<file path="src/inc/gcr_pkg.sv">
// package for the gauge capacity reporting register bank
// assumes a byte-wide host register port driven by the serial link logic
package gcr_pkg;

	localparam logic [6:0] ADDR_REL_PCT      = 7'h0B;
	localparam logic [6:0] ADDR_NOM_CAP      = 7'h0C;
	localparam logic [6:0] ADDR_LRN_CAP      = 7'h0E;
	localparam logic [6:0] ADDR_CMP_CAP      = 7'h10;
	localparam logic [6:0] ADDR_FULL_CMP_CAP = 7'h12;
	localparam logic [6:0] ADDR_AVG_CUR      = 7'h14;
	localparam logic [6:0] ADDR_TTE          = 7'h16;
	localparam logic [6:0] ADDR_TTF          = 7'h18;
	localparam logic [6:0] ADDR_SBY_CUR      = 7'h1A;
	localparam logic [6:0] ADDR_SBY_TTE      = 7'h1C;
	localparam logic [6:0] ADDR_RSVD_LOW     = 7'h1E;
	localparam logic [6:0] ADDR_CEOD         = 7'h20;
	localparam logic [6:0] ADDR_RSVD_MID     = 7'h22;
	localparam logic [6:0] ADDR_CP_TTE       = 7'h26;
	localparam logic [6:0] ADDR_CYC_LRN      = 7'h28;
	localparam logic [6:0] ADDR_CYC_TOT      = 7'h2A;
	localparam logic [6:0] ADDR_CMP_PCT      = 7'h2C;
	localparam logic [6:0] ADDR_UNLOCK       = 7'h6E;
	localparam logic [6:0] ADDR_CFG_FIRST    = 7'h76;
	localparam logic [6:0] ADDR_CFG_LAST     = 7'h7F;

	localparam logic [7:0]  UNLOCK_KEY       = 8'hDD;
	localparam logic [7:0]  LOCK_KEY         = 8'h00;
	localparam logic [15:0] PERCENT_SCALE    = 16'h0064;
	localparam logic [15:0] MINUTES_SCALE    = 16'h003C;
	localparam logic [15:0] EOD_FLOOR_MV     = 16'h0020;
	localparam logic [15:0] CYCLE_CI_LIMIT   = 16'h0020;
	localparam int          CLK_MHZ          = 100;
	localparam int          AVG_WINDOW_MS    = 5120;
	localparam int          AVG_WINDOW_CYC   = AVG_WINDOW_MS * 1000 * CLK_MHZ;
	localparam int          DIV_STEPS        = 32;

	// measurement inputs from the analog front end and compensation engine
	typedef struct packed {
		logic        charging;
		logic        discharging;
		logic        meas_tick;
		logic [15:0] avg_current;
		logic [15:0] comp_reduction;
		logic [15:0] batt_mv;
		logic [15:0] final_end_threshold;
		logic [15:0] computed_eod_mv;
		logic        first_end_threshold;
		logic        learning_qualified_flag;
		logic [7:0]  initial_capacity_byte;
		logic [15:0] initial_standby;
		logic [15:0] magnitude_filter_threshold;
	} gcr_meas_s;

	typedef enum logic [1:0] {
		GCR_DIV_IDLE,
		GCR_DIV_RUN,
		GCR_DIV_DONE
	} gcr_div_e;

endpackage : gcr_pkg

</file>
<file path="src/rtl/gcr_regs.sv">
// fuel gauge capacity reporting registers with host byte port
// assumes measurement inputs are synchronous and meas_tick pulses once per 5.12 s window
// Functional notes
// - relative percent byte is 100 times nominal over learned capacity
// - nominal counts up in charge above final threshold, down in discharge
// - reset clears nominal only on full reset or when working memory is corrupt
// - learned capacity updates only after a qualified full-to-first-threshold discharge
// - learned load is discharged amount plus design/16 plus compensation
// - compensated capacity is nominal minus compensation, equals nominal when charging
// - without charge compensated capacity never rises, holds until gap matches compensation
// - full compensated is learned minus compensation, learned while charging
// - average current holds magnitude averaged over last 5.12 s
// - time to empty is 60 times compensated capacity over average current
// - time to full is 90 times learned minus nominal over average current
// - standby starts at programmed value, updates only within filter window
// - standby update is fifteen sixteenths old plus one sixteenth average
// - standby time to empty is 60 times nominal over standby current
// - compensated threshold updates in discharge, floored at final plus 32 mV
// - constant power time is time to empty times (volt+final)/(2 volt)
// - cycles since learning follows total increments, clears on learn, forces inaccurate at 32
// - total cycles clear on full reset, count each design capacity discharged
// - compensated percent byte is 100 times compensated over learned capacity
// - writes to reserved ranges are ignored
// - config writes accepted only after unlock key written
// - unlock register nonzero suspends all measurement and the start of new divider jobs
// - inaccurate flag set on full reset, cleared only by learning update
`timescale 1ns/1ps
`default_nettype none
module gcr_regs
	import gcr_pkg::*;
(
	input  wire logic        clk,
	input  wire logic        sys_rst,
	input  wire logic        full_reset,
	input  wire logic        mem_corrupt,
	input  wire gcr_meas_s   meas,
	input  wire logic        count_pulse,
	input  wire logic        host_rd,
	input  wire logic        host_wr,
	input  wire logic [6:0]  host_addr,
	input  wire logic [7:0]  host_wdata,
	output logic [7:0]       host_rdata,
	output logic             cfg_wr,
	output logic [6:0]       cfg_addr,
	output logic [7:0]       cfg_wdata,
	output logic             capacity_inaccurate_flag,
	output logic             suspended
);
	logic [15:0] nom_r, lrn_r, cmp_r, fcmp_r, avg_r, tte_r, ttf_r, sby_r, standby_time_to_empty_r;
	logic [15:0] ceod_r, cptte_r, cycles_since_learning_r, total_cycle_count_r, dsg_r, acc_r;
	logic [7:0]  rel_pct_r, cmp_pct_r, unlock_r, hi_latch_r;
	logic        ci_r, learning_r, prev_first_r;
	logic [15:0] design_cap, gap_now, cmp_nxt, cp_den;
	logic        learn_evt, cyc_evt;
	logic [31:0] div_num;
	logic [15:0] div_den, div_q;
	logic [3:0]  job_r;
	logic        div_start, div_busy, div_done;
	logic [15:0] rd_word;

	assign suspended  = (unlock_r != LOCK_KEY);
	assign design_cap = {meas.initial_capacity_byte, 8'h00};
	assign learn_evt  = learning_r && meas.learning_qualified_flag
		&& meas.first_end_threshold && !prev_first_r;
	assign cyc_evt    = !suspended && acc_r >= design_cap && design_cap != 16'h0000;
	assign capacity_inaccurate_flag = ci_r;

	// nominal capacity counter
	always_ff @(posedge clk) begin
		if (sys_rst) begin
			if (mem_corrupt || full_reset) begin
				nom_r <= '0;
			end
		end else if (!suspended && count_pulse) begin
			if (meas.charging && meas.batt_mv > meas.final_end_threshold && nom_r != 16'hFFFF) begin
				nom_r <= nom_r + 16'd1;
			end else if (meas.discharging && nom_r != 16'h0000) begin
				nom_r <= nom_r - 16'd1;
			end
		end
	end

	// learning qualification: armed at full, counts discharged capacity
	always_ff @(posedge clk) begin
		if (sys_rst) begin
			learning_r   <= 1'b0;
			dsg_r        <= '0;
			prev_first_r <= 1'b0;
		end else if (!suspended) begin
			prev_first_r <= meas.first_end_threshold;
			if (nom_r == lrn_r && !meas.discharging) begin
				learning_r <= 1'b1;
				dsg_r      <= '0;
			end else if (!meas.learning_qualified_flag || learn_evt) begin
				learning_r <= 1'b0;
			end else if (count_pulse && meas.discharging) begin
				dsg_r <= dsg_r + 16'd1;
			end
		end
	end

	// learned full capacity
	always_ff @(posedge clk) begin
		if (sys_rst) begin
			if (full_reset) begin
				lrn_r <= design_cap;
			end
		end else if (!suspended && learn_evt) begin
			lrn_r <= 16'(dsg_r + (design_cap >> 4) + meas.comp_reduction);
		end
	end

	// compensated capacities
	assign gap_now = (nom_r > meas.comp_reduction) ? nom_r - meas.comp_reduction : 16'h0000;
	always_comb begin
		if (meas.charging) begin
			cmp_nxt = nom_r;
		end else if (gap_now < cmp_r) begin
			cmp_nxt = gap_now;
		end else begin
			cmp_nxt = cmp_r;
		end
	end

	always_ff @(posedge clk) begin
		if (sys_rst) begin
			cmp_r  <= '0;
			fcmp_r <= '0;
		end else if (!suspended) begin
			cmp_r  <= cmp_nxt;
			fcmp_r <= meas.charging ? lrn_r
				: (lrn_r > meas.comp_reduction ? lrn_r - meas.comp_reduction : 16'h0000);
		end
	end

	// averaged current and standby filter on each window tick
	always_ff @(posedge clk) begin
		if (sys_rst) begin
			avg_r <= '0;
			sby_r <= meas.initial_standby;
		end else if (!suspended && meas.meas_tick) begin
			avg_r <= meas.avg_current;
			if (meas.avg_current > meas.magnitude_filter_threshold
				&& {1'b0, meas.avg_current} <= {meas.initial_standby, 1'b0}) begin
				sby_r <= 16'(({4'h0, sby_r} * 20'd15 + {4'h0, meas.avg_current}) >> 4);
			end
		end
	end

	// compensated first threshold
	always_ff @(posedge clk) begin
		if (sys_rst) begin
			ceod_r <= '0;
		end else if (!suspended && meas.discharging) begin
			ceod_r <= (meas.computed_eod_mv > meas.final_end_threshold + EOD_FLOOR_MV)
				? meas.computed_eod_mv : 16'(meas.final_end_threshold + EOD_FLOOR_MV);
		end
	end

	// cycle counters and inaccurate flag
	always_ff @(posedge clk) begin
		if (sys_rst) begin
			if (full_reset) begin
				total_cycle_count_r <= '0;
				cycles_since_learning_r <= '0;
				acc_r  <= '0;
				ci_r   <= 1'b1;
			end
		end else if (!suspended) begin
			if (cyc_evt) begin
				acc_r  <= acc_r - design_cap;
				total_cycle_count_r <= total_cycle_count_r + 16'd1;
			end else if (count_pulse && meas.discharging) begin
				acc_r <= acc_r + 16'd1;
			end
			if (learn_evt) begin
				cycles_since_learning_r <= '0;
				ci_r   <= 1'b0;
			end else begin
				if (cyc_evt) begin
					cycles_since_learning_r <= cycles_since_learning_r + 16'd1;
				end
				if (cycles_since_learning_r >= CYCLE_CI_LIMIT) begin
					ci_r <= 1'b1;
				end
			end
		end
	end

	// divider job sequencer for the ratio registers
	assign cp_den = 16'({meas.batt_mv, 1'b0});
	always_comb begin
		div_num = '0;
		div_den = 16'h0001;
		unique case (job_r)
			4'd0: begin
				div_num = 32'(nom_r) * 32'(PERCENT_SCALE);
				div_den = lrn_r;
			end
			4'd1: begin
				div_num = 32'(cmp_r) * 32'(PERCENT_SCALE);
				div_den = lrn_r;
			end
			4'd2: begin
				div_num = 32'(cmp_r) * 32'(MINUTES_SCALE);
				div_den = avg_r;
			end
			4'd3: begin
				div_num = 32'(((lrn_r > nom_r ? 32'(lrn_r - nom_r) : 32'd0) * 32'd180) >> 1);
				div_den = avg_r;
			end
			4'd4: begin
				div_num = 32'(nom_r) * 32'(MINUTES_SCALE);
				div_den = sby_r;
			end
			default: begin
				div_num = 32'(tte_r) * 32'(meas.batt_mv + meas.final_end_threshold);
				div_den = cp_den;
			end
		endcase
	end

	assign div_start = !suspended && !div_busy;

	gcr_div u_div (
		.clk      (clk),
		.sys_rst  (sys_rst),
		.start    (div_start),
		.dividend (div_num),
		.divisor  (div_den),
		.busy     (div_busy),
		.done     (div_done),
		.quotient (div_q)
	);

	always_ff @(posedge clk) begin
		if (sys_rst) begin
			job_r     <= '0;
			rel_pct_r <= '0;
			cmp_pct_r <= '0;
			tte_r     <= '0;
			ttf_r     <= '0;
			standby_time_to_empty_r    <= '0;
			cptte_r   <= '0;
		end else if (div_done) begin
			job_r <= (job_r == 4'd5) ? 4'd0 : job_r + 4'd1;
			unique case (job_r)
				4'd0: rel_pct_r <= div_q[7:0];
				4'd1: cmp_pct_r <= div_q[7:0];
				4'd2: tte_r     <= div_q;
				4'd3: ttf_r     <= div_q;
				4'd4: standby_time_to_empty_r    <= div_q;
				default: cptte_r <= div_q;
			endcase
		end
	end

	// host read mux
	always_comb begin
		unique case ({host_addr[6:1], 1'b0})
			ADDR_NOM_CAP:      rd_word = nom_r;
			ADDR_LRN_CAP:      rd_word = lrn_r;
			ADDR_CMP_CAP:      rd_word = cmp_r;
			ADDR_FULL_CMP_CAP: rd_word = fcmp_r;
			ADDR_AVG_CUR:      rd_word = avg_r;
			ADDR_TTE:          rd_word = tte_r;
			ADDR_TTF:          rd_word = ttf_r;
			ADDR_SBY_CUR:      rd_word = sby_r;
			ADDR_SBY_TTE:      rd_word = standby_time_to_empty_r;
			ADDR_CEOD:         rd_word = ceod_r;
			ADDR_CP_TTE:       rd_word = cptte_r;
			ADDR_CYC_LRN:      rd_word = cycles_since_learning_r;
			ADDR_CYC_TOT:      rd_word = total_cycle_count_r;
			default:           rd_word = 16'h0000;
		endcase
	end

	// low byte read snapshots the high byte for a coherent pair
	always_ff @(posedge clk) begin
		if (sys_rst) begin
			host_rdata <= '0;
			hi_latch_r <= '0;
		end else if (host_rd) begin
			if (host_addr == ADDR_REL_PCT) begin
				host_rdata <= rel_pct_r;
			end else if (host_addr == ADDR_CMP_PCT) begin
				host_rdata <= cmp_pct_r;
			end else if (host_addr == ADDR_UNLOCK) begin
				host_rdata <= unlock_r;
			end else if (!host_addr[0]) begin
				host_rdata <= rd_word[7:0];
				hi_latch_r <= rd_word[15:8];
			end else begin
				host_rdata <= hi_latch_r;
			end
		end
	end

	// unlock register and config write gating; other writes ignored
	always_ff @(posedge clk) begin
		if (sys_rst) begin
			unlock_r <= LOCK_KEY;
		end else if (host_wr && host_addr == ADDR_UNLOCK) begin
			unlock_r <= host_wdata;
		end
	end

	always_ff @(posedge clk) begin
		if (sys_rst) begin
			cfg_wr    <= 1'b0;
			cfg_addr  <= '0;
			cfg_wdata <= '0;
		end else begin
			cfg_wr <= host_wr && unlock_r == UNLOCK_KEY
				&& host_addr >= ADDR_CFG_FIRST && host_addr <= ADDR_CFG_LAST;
			if (host_wr) begin
				cfg_addr  <= host_addr;
				cfg_wdata <= host_wdata;
			end
		end
	end
endmodule : gcr_regs
`default_nettype wire

</file>
<file path="src/rtl/gcr_div.sv">
// sequential 32 by 16 unsigned divider, one quotient bit per clock
// assumes start is only pulsed while idle
`timescale 1ns/1ps
`default_nettype none
module gcr_div
	import gcr_pkg::*;
(
	input  wire logic        clk,
	input  wire logic        sys_rst,
	input  wire logic        start,
	input  wire logic [31:0] dividend,
	input  wire logic [15:0] divisor,
	output logic             busy,
	output logic             done,
	output logic [15:0]      quotient
);
	gcr_div_e    state_r;
	logic [31:0] quo_r;
	logic [16:0] rem_r;
	logic [15:0] dvs_r;
	logic [5:0]  cnt_r;
	logic [16:0] trial;
	logic        take;
	logic [31:0] quo_nxt;

	assign trial   = {rem_r[15:0], quo_r[31]};
	assign take    = (trial >= {1'b0, dvs_r});
	assign quo_nxt = {quo_r[30:0], take};
	assign busy  = (state_r != GCR_DIV_IDLE);
	assign done  = (state_r == GCR_DIV_DONE);

	always_ff @(posedge clk) begin
		if (sys_rst) begin
			state_r <= GCR_DIV_IDLE;
			quo_r   <= '0;
			rem_r   <= '0;
			dvs_r   <= '0;
			cnt_r   <= '0;
		end else begin
			unique case (state_r)
				GCR_DIV_IDLE: begin
					if (start) begin
						quo_r   <= dividend;
						rem_r   <= '0;
						dvs_r   <= divisor;
						cnt_r   <= 6'(DIV_STEPS);
						state_r <= GCR_DIV_RUN;
					end
				end
				GCR_DIV_RUN: begin
					rem_r <= take ? trial - {1'b0, dvs_r} : trial;
					quo_r <= quo_nxt;
					cnt_r <= cnt_r - 6'd1;
					if (cnt_r == 6'd1) begin
						state_r <= GCR_DIV_DONE;
					end
				end
				GCR_DIV_DONE: begin
					state_r <= GCR_DIV_IDLE;
				end
			endcase
		end
	end

	// zero divisor or overflow saturates; taken on the last step so it stands while done is high
	always_ff @(posedge clk) begin
		if (sys_rst) begin
			quotient <= '0;
		end else if (state_r == GCR_DIV_RUN && cnt_r == 6'd1) begin
			quotient <= (dvs_r == 16'h0000 || quo_nxt[31:16] != 16'h0000) ? 16'hFFFF : quo_nxt[15:0];
		end
	end
endmodule : gcr_div
`default_nettype wire

</file>
<file path="config.mk">
export PLATFORM = sky130hd
export DESIGN_NAME = gcr_regs
export DESIGN_NICKNAME = d
export VERILOG_FILES = /design/src/inc/gcr_pkg.sv /design/src/rtl/gcr_regs.sv /design/src/rtl/gcr_div.sv
export SDC_FILE = /design/constraint.sdc
export NUM_CORES = 2
export LEC_CHECK = 0
export BUFFER_PORTS_ARGS = -buffer_cell sky130_fd_sc_hd__buf_2
export CAP_MARGIN = 25
export CORE_ASPECT_RATIO = 1.2
export CORE_MARGIN = 2
export CORE_UTILIZATION = 40
export DETAILED_ROUTE_END_ITERATION = 8
export PLACE_DENSITY_LB_ADDON = 0.25
export SLEW_MARGIN = 20
export SYNTH_ARGS = -nofsm -noshare
export SYNTH_HDL_FRONTEND = slang
export SYNTH_HIERARCHICAL = 1
export SYNTH_SLANG_ARGS = --single-unit
export TNS_END_PERCENT = 5
</file>
<file path="constraint.sdc">
create_clock -name clk -period 21.8 [get_ports clk]
set_clock_uncertainty 0.05 [all_clocks]
set_input_delay 5.45 -clock clk [delete_from_list [all_inputs] [get_ports clk]]
set_output_delay 5.45 -clock clk [all_outputs]
set_load 0.05 [all_outputs]
</file>
==> qor.yml <==
viasPerCell: 5.785
pre_cts_ws_ns: 7.777
power_density_mw_per_mm2: 145.3
syn-num-nets: 6447
place_area_mm2: 0.04815
synth-main-ff-cell: "dfxtp_1"
ff2ff_setup_slack_ns: 13.59
grt_first_pass_wirelength_mm: 243.8
die_height_um: 373.8
clk_path_buf_depth: 3
htreeDepth: 2
antenna_left: 0
die_area_mm2: 0.1167
endpoint_kind: "flop"
rows: 135
relSlewSlack_pct: 28.04
synth-seq-cells: 391
dp.cells: 6921
final.period_utilization_pct: 61.72
path_clk_slew_ns: 0.06
nets: 6527
multiInputGateArea_mm2: 0.03368
drive_gt1_share_pct: 7.698
critPathKind: "primary input to flop"
postLayoutSetupSlackWorst_ns: 8.344
ys_types: 109
hp-class: "flop to flop"
crit_slowest_cell: "fa_1"
peakVddDrop_mv: 0.3981
grt_max_degree: 178
period_minus_slack_ns: 13.46
status: "complete, no violations"
critPathMaxFanout: 16
hold_start: "rel_pct_r[6]"
synth_edf_count: 97
cpMostUsedCell: "fa_1"
area_delta_synth_final_pct: 9.880
first_iter_violations: 3371
arrival_ns: 13.86
start_util_pct: 40.33
setup_tns_ns: 0
place_hpwl_mm: 125.5
grtUsageTotal_pct: 26.93
min_to: "rel_pct_r[6]"
hold_depth: 2
gp_congestion: 0.9657
max_freq_mhz: 74.32
finalHoldViolCount: 0
seqCellArea_mm2: 0.008800
antenna_found_initial: 7
synth_area_per_cell_um2: 8.459
ctsResizeCount: 0
grt_overflow_total: 0
netlist_top_cells_area: "fa_1, ha_1, dfxtp_1"
drc_errors: 0
timing_max_transition_violations_final: 0
vias: 40600
final_cells: 7018
r2r.worst_path.cells: 27
synthCells: 5388
die_x_um: 312.1
netlist_area_mm2: 0.04558
root_buffer: "clkbuf_16"
post_cts_buffers: 0
wl_per_cell_um: 22.83
clkSinkCount: 391
power_mw: 7.279
synth_top_area_share_pct: 16.56
io_buffers: 172
synth_top_cell_by_area: "fa_1"
max_slew.worst_pin.slew_ns: 1.068
totalWireLength_mm: 160.2
start_kind: "primary input"
synthTopCellsByCount: "inv_1, nand2_1, ha_1"
ys_warn_count: 6
coreArea_mm2: 0.1130
nFillCells: 11360
synth.most_common_cell: "inv_1"
drt_first_pass_iters: 6
clkLatencyLatePin_ns: 0.61
setup_viol: 0
p_leak_nw: 22.50
io-pin-count: 173
cts_tree: "done"
r2r_start: "nom_r[1]"
grt_pass1_vias: 40230
yosysSeqAreaShare_pct: 19.30
rsz0062_at_grt: "false"
drv_cap: 0
final_cell_area_mm2: 0.05008
synth_async_sr_flop_share_pct: 0
reg2reg_to: "u_div/quo_r[27]"
numCtsBuffers: 49
cp.required_ns: 22.21
max_stage_delay_ns: 0.54
ctsHoldBuffers: 0
-- cells by family after synthesis --
family	Yosys count	synth area share (%)
buffers and inverters	836	7.031
adder cells (fa/ha/maj)	912	31.25
AO/OA/AOI/OAI	1212	17.92
XOR/XNOR	242	4.650
multiplexers	89	2.015
AND/OR/NAND/NOR	1706	17.84
flip-flops	391	19.30
-- per-stage QoR --
step,util [%],hold WS (ns)
2_1_floorplan,-,0.3812
3_5_place_dp,42.61,0.3945
3_3_place_gp,42.59,0.3913
4_1_cts,44.25,0.4027
5_1_grt,44.32,0.4181
6_report,44.32,0.4039
-- per-layer routing --
layer	global-route usage, %	part of all wire [%]	up-vias
met4	12.43	5.1	2
met1	34.67	41	19970
li1	-	-	18890
met2	45.30	48	1406
met3	2.825	5.9	332
met5	0	0.0075	-
-- area by class of cell --
cell class                 count  area share [%]
multi-input combinational   4161           67.25
sequential                   391           17.57
inverter                     602           4.512
tap                         1507           3.765
timing repair buffer         263           3.198
clock buffer                  72           3.070
clock inverter                19          0.6196
antenna                        3         0.01499
-- placed cells by master (no fill, tap or decap), drive strengths merged, types with 115 or more instances in the layout --
master and instances:
inv 603, nand2 557, ha 535, nor2 434
fa 377, a21oi 334, dfxtp 294, buf 262
o21ai 228, xnor2 131, and2 115
-- power by group --
part	internal (mW)	total, mW	switching (mW)
clock	0.573	0.925	0.352
combinational	2.15	5.17	3.03
sequential	0.912	1.18	0.270
-- worst max path at each step --
stage | startpoint | end | cells after the start
2_1_floorplan | meas[58] | u_div/quo_r[21] | 33
3_3_place_gp | meas[58] | u_div/quo_r[21] | 34
3_5_place_dp | meas[58] | u_div/quo_r[21] | 35
4_1_cts | meas[58] | u_div/quo_r[21] | 35
5_1_grt | meas[58] | u_div/quo_r[17] | 34
6_report | meas[58] | u_div/quo_r[17] | 34
-- state kept, by name, summed over array words and instances, names as in the netlist, 16 cells and up --
name                     count
u_div/quo_r                 32
standby_time_to_empty_r     16
u_div/quotient              16
u_div/rem_r                 16
dsg_r                       16
u_div/dvs_r                 16
cptte_r                     16
avg_r                       16
cmp_r                       16
tte_r                       16
cycles_since_learning_r     16
ceod_r                      16
nom_r                       16
lrn_r                       16
sby_r                       16
acc_r                       16
fcmp_r                      16
total_cycle_count_r         16
ttf_r                       16
-- critical path, delay by kind of cell --
kind	cells	cell delay [ns]
xor gates and xnor gates	2	0.42
adders and majority gates	9	3.97
and+or+nand+nor	3	0.49
AOI/OAI and AO/OA	14	2.89
buffers and inverters	6	0.61
Power figures use the tool's default switching activity.
